==> src/hdl/lpdram_sleep_pkg.sv <==
package lpdram_sleep_pkg;
  // Command bus encoding {cs_n, ras_n, cas_n, we_n}
  localparam logic [3:0] cmd_nop        = 4'h7;
  localparam logic [3:0] cmd_sleep      = 4'h6;
  localparam logic       deselect_cs    = 1'h1;
  localparam logic       pin_reset_val  = 1'h0;
  // Edges until sync stages and previous clock sample hold real values
  localparam logic [1:0] settle_count   = 2'h3;
  typedef enum logic [1:0] {
    st_run,
    st_deep_sleep,
    st_need_init,
    st_clock_stopped
  } power_e;
endpackage

==> src/hdl/lpdram_deep_sleep_clock_stop.sv <==
// Summary of operation
// - Entry decodes select and write low, strobes high, clock enable low.
// - The device stays in deep sleep while clock enable is low, and with clock enable high until a NOP or DESELECT.
// - Deep sleep ends on clock enable high with a NOP or DESELECT command.
// - Deep sleep removes array power, so stored contents are lost.
module lpdram_deep_sleep_clock_stop (
  input  wire logic clock,
  input  wire logic srst,
  input  wire logic clock_enable_pin,
  input  wire logic chip_select_n,
  input  wire logic row_strobe_n,
  input  wire logic column_strobe_n,
  input  wire logic write_enable_n,
  input  wire logic true_clock,
  input  wire logic clock_complement,
  input  wire logic init_done,
  output logic      in_deep_sleep,
  output logic      array_powered,
  output logic      contents_valid,
  output logic      commands_enabled,
  output logic      clock_stopped,
  output logic      protocol_error
);
  logic [6:0] pins;
  logic       cke;
  logic       cs_n;
  logic       ras_n;
  logic       cas_n;
  logic       we_n;
  logic       ck_t;
  logic       ck_c;
  logic       ck_t_prev;
  logic       guard_cycle;
  logic [1:0] warmup;
  lpdram_sleep_pkg::power_e state;
  lpdram_sleep_pkg::power_e next_state;

  // Pins come from the controller's domain, so all are synchronised
  pin_sync #(
    .width    (7)
  ) u_sync (
    .clock    (clock),
    .srst     (srst),
    .async_in ({clock_enable_pin, chip_select_n, row_strobe_n,
                column_strobe_n, write_enable_n, true_clock,
                clock_complement}),
    .sync_out (pins)
  );

  assign {cke, cs_n, ras_n, cas_n, we_n, ck_t, ck_c} = pins;

  wire logic [3:0] cmd = {cs_n, ras_n, cas_n, we_n};
  wire logic sleep_cmd = (cmd == lpdram_sleep_pkg::cmd_sleep) &&
                         !cke;
  wire logic nop_or_desel = (cs_n == lpdram_sleep_pkg::deselect_cs) ||
                            (cmd == lpdram_sleep_pkg::cmd_nop);
  wire logic wake = cke && nop_or_desel;
  wire logic primed = warmup == lpdram_sleep_pkg::settle_count;
  wire logic halt_seen = primed && (ck_t == ck_t_prev);
  wire logic halt_legal = cke && !ck_t && ck_c;
  wire logic valid_cmd = cke && !nop_or_desel;

  // Sync stages hold reset zeros for a few edges, so a held level then
  // is no real clock stop; halt detection waits until they settle
  always_ff @(posedge clock)
  begin
    if (srst)
      warmup <= 2'h0;
    else if (!primed)
      warmup <= warmup + 2'h1;
  end

  always_comb
  begin
    next_state = state;
    unique case (state)
      lpdram_sleep_pkg::st_run:
        if (sleep_cmd)
          next_state = lpdram_sleep_pkg::st_deep_sleep;
        else if (halt_seen && halt_legal)
          next_state = lpdram_sleep_pkg::st_clock_stopped;
      lpdram_sleep_pkg::st_deep_sleep:
        // Only clock enable and the NOP or DESELECT decode matter here
        if (wake)
          next_state = lpdram_sleep_pkg::st_need_init;
        else if (cke)
          next_state = lpdram_sleep_pkg::st_deep_sleep;
      lpdram_sleep_pkg::st_need_init:
        if (init_done)
          next_state = lpdram_sleep_pkg::st_run;
      lpdram_sleep_pkg::st_clock_stopped:
        if (!halt_seen)
          next_state = lpdram_sleep_pkg::st_run;
    endcase
  end

  always_ff @(posedge clock)
  begin
    if (srst)
    begin
      state       <= lpdram_sleep_pkg::st_run;
      ck_t_prev   <= lpdram_sleep_pkg::pin_reset_val;
      guard_cycle <= 1'h0;
    end
    else
    begin
      state     <= next_state;
      ck_t_prev <= ck_t;
      // One guard cycle after restart
      guard_cycle <= (state == lpdram_sleep_pkg::st_clock_stopped) &&
                     (next_state == lpdram_sleep_pkg::st_run);
    end
  end

  // Contents lost on entry; only a full init restores validity.
  always_ff @(posedge clock)
  begin
    if (srst)
    begin
      in_deep_sleep    <= 1'h0;
      array_powered    <= 1'h1;
      contents_valid   <= 1'h1;
      commands_enabled <= 1'h1;
      clock_stopped    <= 1'h0;
      protocol_error   <= 1'h0;
    end
    else
    begin
      in_deep_sleep  <= next_state == lpdram_sleep_pkg::st_deep_sleep;
      array_powered  <= next_state != lpdram_sleep_pkg::st_deep_sleep;
      clock_stopped  <= next_state == lpdram_sleep_pkg::st_clock_stopped;
      commands_enabled <= next_state == lpdram_sleep_pkg::st_run;
      if (next_state == lpdram_sleep_pkg::st_deep_sleep)
        contents_valid <= 1'h0;
      else if (state == lpdram_sleep_pkg::st_need_init && init_done)
        contents_valid <= 1'h1;
      // Sticky until reset: a valid command right after restart.
      if (guard_cycle && valid_cmd)
        protocol_error <= 1'h1;
      // Clock held with wrong levels while clock enable is high.
      if (state == lpdram_sleep_pkg::st_run && halt_seen && !halt_legal
          && cke)
        protocol_error <= 1'h1;
    end
  end

  a_entry_decode:
    assert property (@(posedge clock) disable iff (srst)
      (state == lpdram_sleep_pkg::st_run && sleep_cmd) |=> in_deep_sleep)
    else $error("deep sleep entry missed");
  a_stay_low:
    assert property (@(posedge clock) disable iff (srst)
      (state == lpdram_sleep_pkg::st_deep_sleep && !cke) |=> in_deep_sleep)
    else $error("left deep sleep with clock enable low");
  a_exit_wake:
    assert property (@(posedge clock) disable iff (srst)
      (state == lpdram_sleep_pkg::st_deep_sleep && wake) |=>
      (!in_deep_sleep && !commands_enabled))
    else $error("deep sleep exit wrong");
  a_stay_no_nop:
    assert property (@(posedge clock) disable iff (srst)
      (state == lpdram_sleep_pkg::st_deep_sleep && cke && !nop_or_desel)
      |=> in_deep_sleep)
    else $error("deep sleep left without a NOP");
  a_data_lost:
    assert property (@(posedge clock) disable iff (srst)
      $rose(in_deep_sleep) |-> (!contents_valid && !array_powered))
    else $error("contents kept across deep sleep");
  a_init_needed:
    assert property (@(posedge clock) disable iff (srst)
      $fell(in_deep_sleep) |-> (!commands_enabled)[*2])
    else $error("commands enabled without init");
  a_init_wait:
    assert property (@(posedge clock) disable iff (srst)
      (state == lpdram_sleep_pkg::st_need_init && !init_done) |=>
      !commands_enabled)
    else $error("commands enabled before init done");
  a_init_restore:
    assert property (@(posedge clock) disable iff (srst)
      (state == lpdram_sleep_pkg::st_need_init && init_done) |=>
      (commands_enabled && contents_valid))
    else $error("init done did not restore operation");
  a_ignore_cmds:
    assert property (@(posedge clock) disable iff (srst)
      in_deep_sleep |-> !commands_enabled)
    else $error("commands accepted in deep sleep");
  a_junk_ignored:
    assert property (@(posedge clock) disable iff (srst)
      (state == lpdram_sleep_pkg::st_deep_sleep && !cke) |=>
      (!commands_enabled && !array_powered))
    else $error("activity while in deep sleep");
  a_sleep_no_stop:
    assert property (@(posedge clock) disable iff (srst)
      in_deep_sleep |-> !clock_stopped)
    else $error("clock stop reported in deep sleep");
  a_stop_levels:
    assert property (@(posedge clock) disable iff (srst)
      $rose(clock_stopped) |-> $past(halt_legal))
    else $error("clock stop with wrong levels");
  a_stop_enter:
    assert property (@(posedge clock) disable iff (srst)
      (state == lpdram_sleep_pkg::st_run && halt_seen && halt_legal) |=>
      clock_stopped)
    else $error("legal clock stop missed");
  a_bad_halt:
    assert property (@(posedge clock) disable iff (srst)
      (state == lpdram_sleep_pkg::st_run && halt_seen && !halt_legal &&
       cke) |=> protocol_error)
    else $error("illegal clock hold not flagged");
  a_restart_guard:
    assert property (@(posedge clock) disable iff (srst)
      (guard_cycle && valid_cmd) |=> protocol_error)
    else $error("early command not flagged");
  a_restart_exit:
    assert property (@(posedge clock) disable iff (srst)
      (state == lpdram_sleep_pkg::st_clock_stopped && !halt_seen) |=>
      (commands_enabled && !clock_stopped))
    else $error("clock restart not taken");
endmodule

==> src/hdl/pin_sync.sv <==
module pin_sync #(
  parameter int width = 1
) (
  input  wire logic             clock,
  input  wire logic             srst,
  input  wire logic [width-1:0] async_in,
  output logic      [width-1:0] sync_out
);
  logic [width-1:0] stage1;

  // Elaboration check
  if (width < 1)
    $error("pin_sync width must be at least one");

  // First stage is read only by the second
  always_ff @(posedge clock)
  begin
    if (srst)
    begin
      stage1   <= '0;
      sync_out <= '0;
    end
    else
    begin
      stage1   <= async_in;
      sync_out <= stage1;
    end
  end
endmodule
==> config.mk <==
export PLATFORM = sky130hd
export DESIGN_NAME = lpdram_deep_sleep_clock_stop
export DESIGN_NICKNAME = d
export VERILOG_FILES = /design/src/hdl/lpdram_sleep_pkg.sv /design/src/hdl/lpdram_deep_sleep_clock_stop.sv /design/src/hdl/pin_sync.sv
export SDC_FILE = /design/constraint.sdc
export NUM_CORES = 1
export LEC_CHECK = 0
export BUFFER_PORTS_ARGS = -buffer_cell sky130_fd_sc_hd__buf_2
export CORE_MARGIN = 1
export CORE_UTILIZATION = 30
export CTS_BUF_LIST = sky130_fd_sc_hd__clkbuf_2 sky130_fd_sc_hd__clkbuf_4 sky130_fd_sc_hd__clkbuf_8
export DETAILED_ROUTE_END_ITERATION = 10
export GPL_ROUTABILITY_DRIVEN = 0
export PLACE_DENSITY = 0.45
export SYNTH_ARGS = -nofsm -noshare
export SYNTH_HDL_FRONTEND = slang
export SYNTH_SLANG_ARGS = --single-unit
==> constraint.sdc <==
create_clock -name clock -period 1.5 [get_ports clock]
set_input_delay 0.3 -clock clock [delete_from_list [all_inputs] [get_ports clock]]
set_output_delay 0.3 -clock clock [all_outputs]
set_load 0.05 [all_outputs]
==> After elaboration in Yosys (flattened, before gate mapping) <==
Cells that the tools add are included.
{ "word_totals": {"reg_bits": 26} }
{ "op_classes": {"reduce_logical": 22, "add_sub_neg": 1, "eq_ne": 10, "n_mux": 11} }
{ "op_table": {"columns": ["operator", "n"], "rows": [
  ["1-bit logical AND", 13],
  ["2-bit 2-to-1 mux", 6],
  ["2-bit == test, second input constant", 4],
  ["4-bit by 3-bit == test with 1-bit output, second input constant", 2],
  ["2-bit one-hot mux with 4 select lines", 1],
  ["2-bit by 1-bit == test with 1-bit output, second input constant", 2],
  ["1-bit logical NOT", 4],
  ["2-bit logical NOT", 2],
  ["1-bit 2-to-1 mux", 4],
  ["2-bit nonzero test", 2],
  ["2-bit by 1-bit adder with 2-bit output, second input constant", 1],
  ["2-bit by 1-bit != test with 1-bit output, second input constant", 1],
  ["1-bit == test", 1],
  ["1-bit logical OR", 1]
]} }

==> Depth between registers and ports, before layout <==
{ "depth": {"word_depth": 9, "depth_mapped": 5, "mapped_depth_nobuf": 4} }

==> Cells and area by module <==
From an unflattened synthesis, not the netlist that was laid out.
{ "hier_totals": {"cells_unflattened": 84, "area_unflattened_um2": 945.9} }
{ "by_module_without_submodules": {"columns": ["mod", "area_per_inst_um2", "cells_per_inst", "n_inst"], "rows": [
  ["lpdram_deep_sleep_clock_stop", 538.0, 55, 1],
  ["pin_sync", 407.9, 29, 1]
]} }

==> Worst setup path after synthesis <==
Ideal clock, no wire load.
{ "synth_path": {"kind": "reg2reg", "startpoint": "reg warmup[0]", "endpoint": "reg commands_enabled", "t_arrival_ns": 1.088, "path_buffers": 1, "path_slack_ns": 0.298, "path_stages_with_launch": 6, "required_ns": 1.386, "setup_ns": 0.114, "synth_period_minus_slack_ns": 1.202, "cell_sequence": "dfxtp_1 -> ha_1 -> buf_6 -> nand4_1 -> and4_1 -> a21o_1"} }
{ "synth_via": {"elab_chain_cells": 7, "elab_cells_between_ends": 8} }
{ "synth_rtl": {"columns": ["element", "line_no", "rtl"], "rows": [
  ["from (decl)", "lpdram_deep_sleep_clock_stop.sv:34", "logic [1:0] warmup;"],
  ["from (signal assigned)", "lpdram_deep_sleep_clock_stop.sv:70", "warmup <= warmup + 2'h1;"],
  ["2-bit == test (*)", "lpdram_deep_sleep_clock_stop.sv:58", "wire logic primed = warmup == lpdram_sleep_pkg::settle_count;"],
  ["1-bit logical AND (*)", "lpdram_deep_sleep_clock_stop.sv:59", "wire logic halt_seen = primed && (ck_t == ck_t_prev);"],
  ["1-bit logical AND", "lpdram_deep_sleep_clock_stop.sv:80", "else if (halt_seen && halt_legal)"],
  ["2-bit 2-to-1 mux", "lpdram_deep_sleep_clock_stop.sv:80", null],
  ["2-bit 2-to-1 mux", "lpdram_deep_sleep_clock_stop.sv:78", "if (sleep_cmd)"],
  ["2-bit one-hot mux with 4 select lines (*)", "lpdram_deep_sleep_clock_stop.sv:76", "unique case (state)"],
  ["2-bit logical NOT (*)", "lpdram_deep_sleep_clock_stop.sv:132", "commands_enabled <= next_state == lpdram_sleep_pkg::st_run;"],
  ["to (signal assigned)", "lpdram_deep_sleep_clock_stop.sv:132", null],
  ["to (decl)", "lpdram_deep_sleep_clock_stop.sv:20", "output logic commands_enabled,"]
]} }
Mark *: on every way between the ends. The rest lies on a longest branch, timed or not.
A chain may end at the register's enable or synchronous reset.

==> Worst setup path after layout <==
{ "layout_path": {"startpoint": "reg warmup[0]", "endpoint": "reg contents_valid"} }
{ "layout_via": {"elab_chain_cells": 8, "elab_cells_between_ends": 10} }
{ "layout_rtl": {"columns": ["element", "line_no", "rtl"], "rows": [
  ["2-bit == test (*)", "lpdram_deep_sleep_clock_stop.sv:58", null],
  ["1-bit logical AND (*)", "lpdram_deep_sleep_clock_stop.sv:59", null],
  ["1-bit logical AND", "lpdram_deep_sleep_clock_stop.sv:80", null],
  ["2-bit 2-to-1 mux", "lpdram_deep_sleep_clock_stop.sv:80", null],
  ["2-bit 2-to-1 mux", "lpdram_deep_sleep_clock_stop.sv:78", null],
  ["2-bit one-hot mux with 4 select lines (*)", "lpdram_deep_sleep_clock_stop.sv:76", null],
  ["2-bit by 1-bit == test with 1-bit output (*)", "lpdram_deep_sleep_clock_stop.sv:133", "if (next_state == lpdram_sleep_pkg::st_deep_sleep)"],
  ["1-bit 2-to-1 mux or 2-bit nonzero test (tied branches)", null, null],
  ["to (signal assigned)", "lpdram_deep_sleep_clock_stop.sv:122", "contents_valid <= 1'h1;"],
  ["to (signal assigned)", "lpdram_deep_sleep_clock_stop.sv:134", "contents_valid <= 1'h0;"],
  ["to (signal assigned)", "lpdram_deep_sleep_clock_stop.sv:136", "contents_valid <= 1'h1;"],
  ["to (decl)", "lpdram_deep_sleep_clock_stop.sv:19", "output logic contents_valid,"]
]} }
Marks and branches as above.

==> summary.md <==
| Metric | Value |
|---|---|
| RSZ-0062 raised after global routing | `no` |
| Final period utilization | `a little over nine tenths` |
| CP cell instances | `ha_1 > nand4_1 > a41oi_2 > a21oi_1` |
| WP data arrival | `1.63 ns` |
| CP delay by family, top | `compound AO/OA/AOI/OAI gates` |
| Min Tclk post-route | `around 1.4 ns` |
| Worst slack, placed | `between 0.1 and 0.15 ns` |
| Number of H-tree levels | `1` |
| Cell variety after synth | `29` |
| IO Port Bufs | `15` |
| CTS tree | `done` |
| CTS Buf Count | `3` |
| Worst EP required | `between 1.5 and 2 ns` |
| Sum Neg Setup Slack | `0 ns` |
| Area fraction of the dominant cell type after synthesis | `between 50% and 60%` |
| Buf+Inv Stages, Crit Path | `0` |
| Row Count | `19` |
| R2R setup slack | `about 0.086 ns` |
| Clock Latency Late Sink | `0.31 ns` |
| N_diodes | `0` |
| Area grow syn2layout | `15.8%` |
| Synth Instances | `84` |
| Flops & latches, synth | `26` |
| Routed via count | `around 630` |
| Worst setup SP type | `register` |
| Top cells by area, synth | `dfxtp_1 (57%), nor2b_1 (10%), nand4_1 (2.1%), a311oi_1 (1.9%), a41oi_2 (1.8%)` |
| # setup viols final | `0` |
| Post-CTS Setup Inserts | `0` |
| Max incr delay on CP | `around 0.38 ns` |
| Total Wirelength | `1.43 mm` |
| GRT Overall Usage | `a little under a tenth` |
| Ports | `16` |
| Dpl cells | `126` |
| Die H | `around 57 µm` |
| First-pass GRT wire length | `around 2.3 mm` |
| Post-route DRC violation count | `0` |
| CTS clock-pin slew for the worst setup and hold paths | `between 0.1 and 0.15 ns` |
| CTS Hold Bufs | `0` |
| Die X | `approximately 57 µm` |
| Worst slew pin tran | `between 0.4 and 0.5 ns` |
| WL/cell | `between 10 and 15 µm` |
| Mapped cell area | `~910 µm²` |
| Ratio of cells with drive above 1 in the final layout | `about a quarter` |
| Rel. slew slack | `70.7%` |
| Gr ovfl total | `0` |
| Critical path endpoint category | `register` |
| Initial antenna violation count | `0` |
| FMAX | `0.707 GHz` |
| Average cell area after synthesis | `roughly 11 µm²` |
| Leak | `approximately 0.42 nW` |
| Setup Skew | `0.00165 ns` |
| Critical path peak fanout | `8` |
| Final cell count without fillers | `130` |
| Final HPWL DP | `about 990 µm` |
| Number of DRC markers in iteration 0 | `11` |
| Area of the core | `2810 µm²` |
| Area of the die | `3260 µm²` |
| Ys Warns | `0` |
| Number of clock sinks | `26` |
| Critical path's slowest cell | `dfxtp_1` |
| Area leader, netlist | `dfxtp_1` |
| Largest net degree at the start of global routing | `25` |
| Synth Net Count | `95` |
| Routed vias/inst | `~4.8` |
| Status | `completed` |
| Post-CTS resize count | `0` |
| Max Slew Vio Count | `0` |
| DRT antenna net count | `0` |
| Register area share after synthesis | `between 50% and 60%` |
| Vias in the first global route | `between 500 and 600` |
| Clock Tree Root | `clkbuf_4` |
| PwrDens | `1250 nW/µm²` |
| Max-cap violations | `0` |
| Drt first pass iters | `4` |
| Initial Utilization | `between 30% and 40%` |
| Final Worst Setup Slack | `roughly 0.086 ns` |
| Clock buffer depth | `2` |
| VDD IR max | `approximately 0.49 mV` |
| Final Hold Viols | `0` |
| Nets | `~110` |
| Worst Hold Class | `input pin to register` |
| WS Path Type | `register to register` |
==> where the power goes <==
part           switching, mW  internal, mW  leakage (nW)
sequential            0.0184         0.724         0.213
combinational         0.0521        0.0446         0.178
clock                  0.205         0.270        0.0279
==> placed cells by master (no fill, tap or decap), drive strengths merged, types with 3 or more instances in the layout <==
master,synthesis,final
dfxtp,26,26
nor2b,15,15
buf,1,15
nor2,4,4
nand2,3,3
nand4,3,3
nor3,3,3
inv,3,3
clkbuf,3,3
==> synthesized netlist by cell type, drive strengths merged <==
cell    count
a21oi       2
nand3       2
nand4b      1
a21o        1
a31o        1
nand2       3
inv         3
nor2b      15
and2        2
nor3        3
clkbuf      3
a41oi       1
ha          1
xnor2       1
mux2i       1
dfxtp      26
a311oi      2
and4        1
xor2        1
a211o       1
o211a       1
and4bb      1
buf         1
o21ai       2
a211oi      1
nand4       3
nor2        4
==> per-layer routing <==
| metal | global-route usage (%) | up-vias | wire length, µm |
|---|---|---|---|
| met2 | 16.6 | 8 | 681 |
| met4 | 6.27 | 0 | 19 |
| met3 | 2.04 | 2 | 36 |
| li1 | - | 320 | - |
| met5 | 0 | - | 0 |
| met1 | 10.5 | 296 | 696 |
==> worst paths after layout <==
path / from / to / cells past startpoint
setup / recovery: warmup[0] / contents_valid / 4
hold / removal: row_strobe_n / u_sync.stage1[4] / 2
setup reg to reg: warmup[0] / contents_valid / 4
hold reg to reg: protocol_error / protocol_error / 2
==> flip-flops by register name, summed over array words and instances, names as in the netlist, 2 cells and up <==
| signal | flops |
|---|---|
| u_sync.sync_out | 7 |
| u_sync.stage1 | 7 |
| warmup | 2 |
| state | 2 |
==> logic make-up (layout without fill, tap and decap cells) <==
| kind of cell | after synthesis | count (layout) | share of synthesized area (%) |
|---|---|---|---|
| compound gates | 12 | 12 | 10.6 |
| xor+xnor | 2 | 2 | 2.75 |
| fa+ha+maj | 1 | 1 | 1.37 |
| buf+inv | 7 | 22 | 3.71 |
| flops | 26 | 26 | 57.1 |
| mux | 1 | 1 | 1.10 |
| simple gates | 35 | 35 | 23.4 |
==> final cells by class <==
| type | count | area (µm²) |
|---|---|---|
| Clock inverter | 1 | 30.0 |
| Inverter | 3 | 11.3 |
| Multi-Input combinational cell | 51 | 357 |
| Sequential cell | 26 | 520 |
| Tap cell | 31 | 38.8 |
| Fill cell | 305 | 1750 |
| Timing Repair Buffer | 15 | 75.1 |
| Clock buffer | 3 | 22.5 |
==> stage by stage <==
step                hold WS (ns)  instance area, µm²  utilization, %  total power [mW]
floorplan                  0.372                 911               -             0.832
global placement           0.420                1000            35.7             0.851
detailed placement         0.425                1000            35.7             0.856
CTS                        0.161                1050            37.6              1.33
global route               0.160                1050            37.6              1.37
finish                     0.179                1050            37.6              1.31
Note: power is estimated with default switching activity, not from simulation.
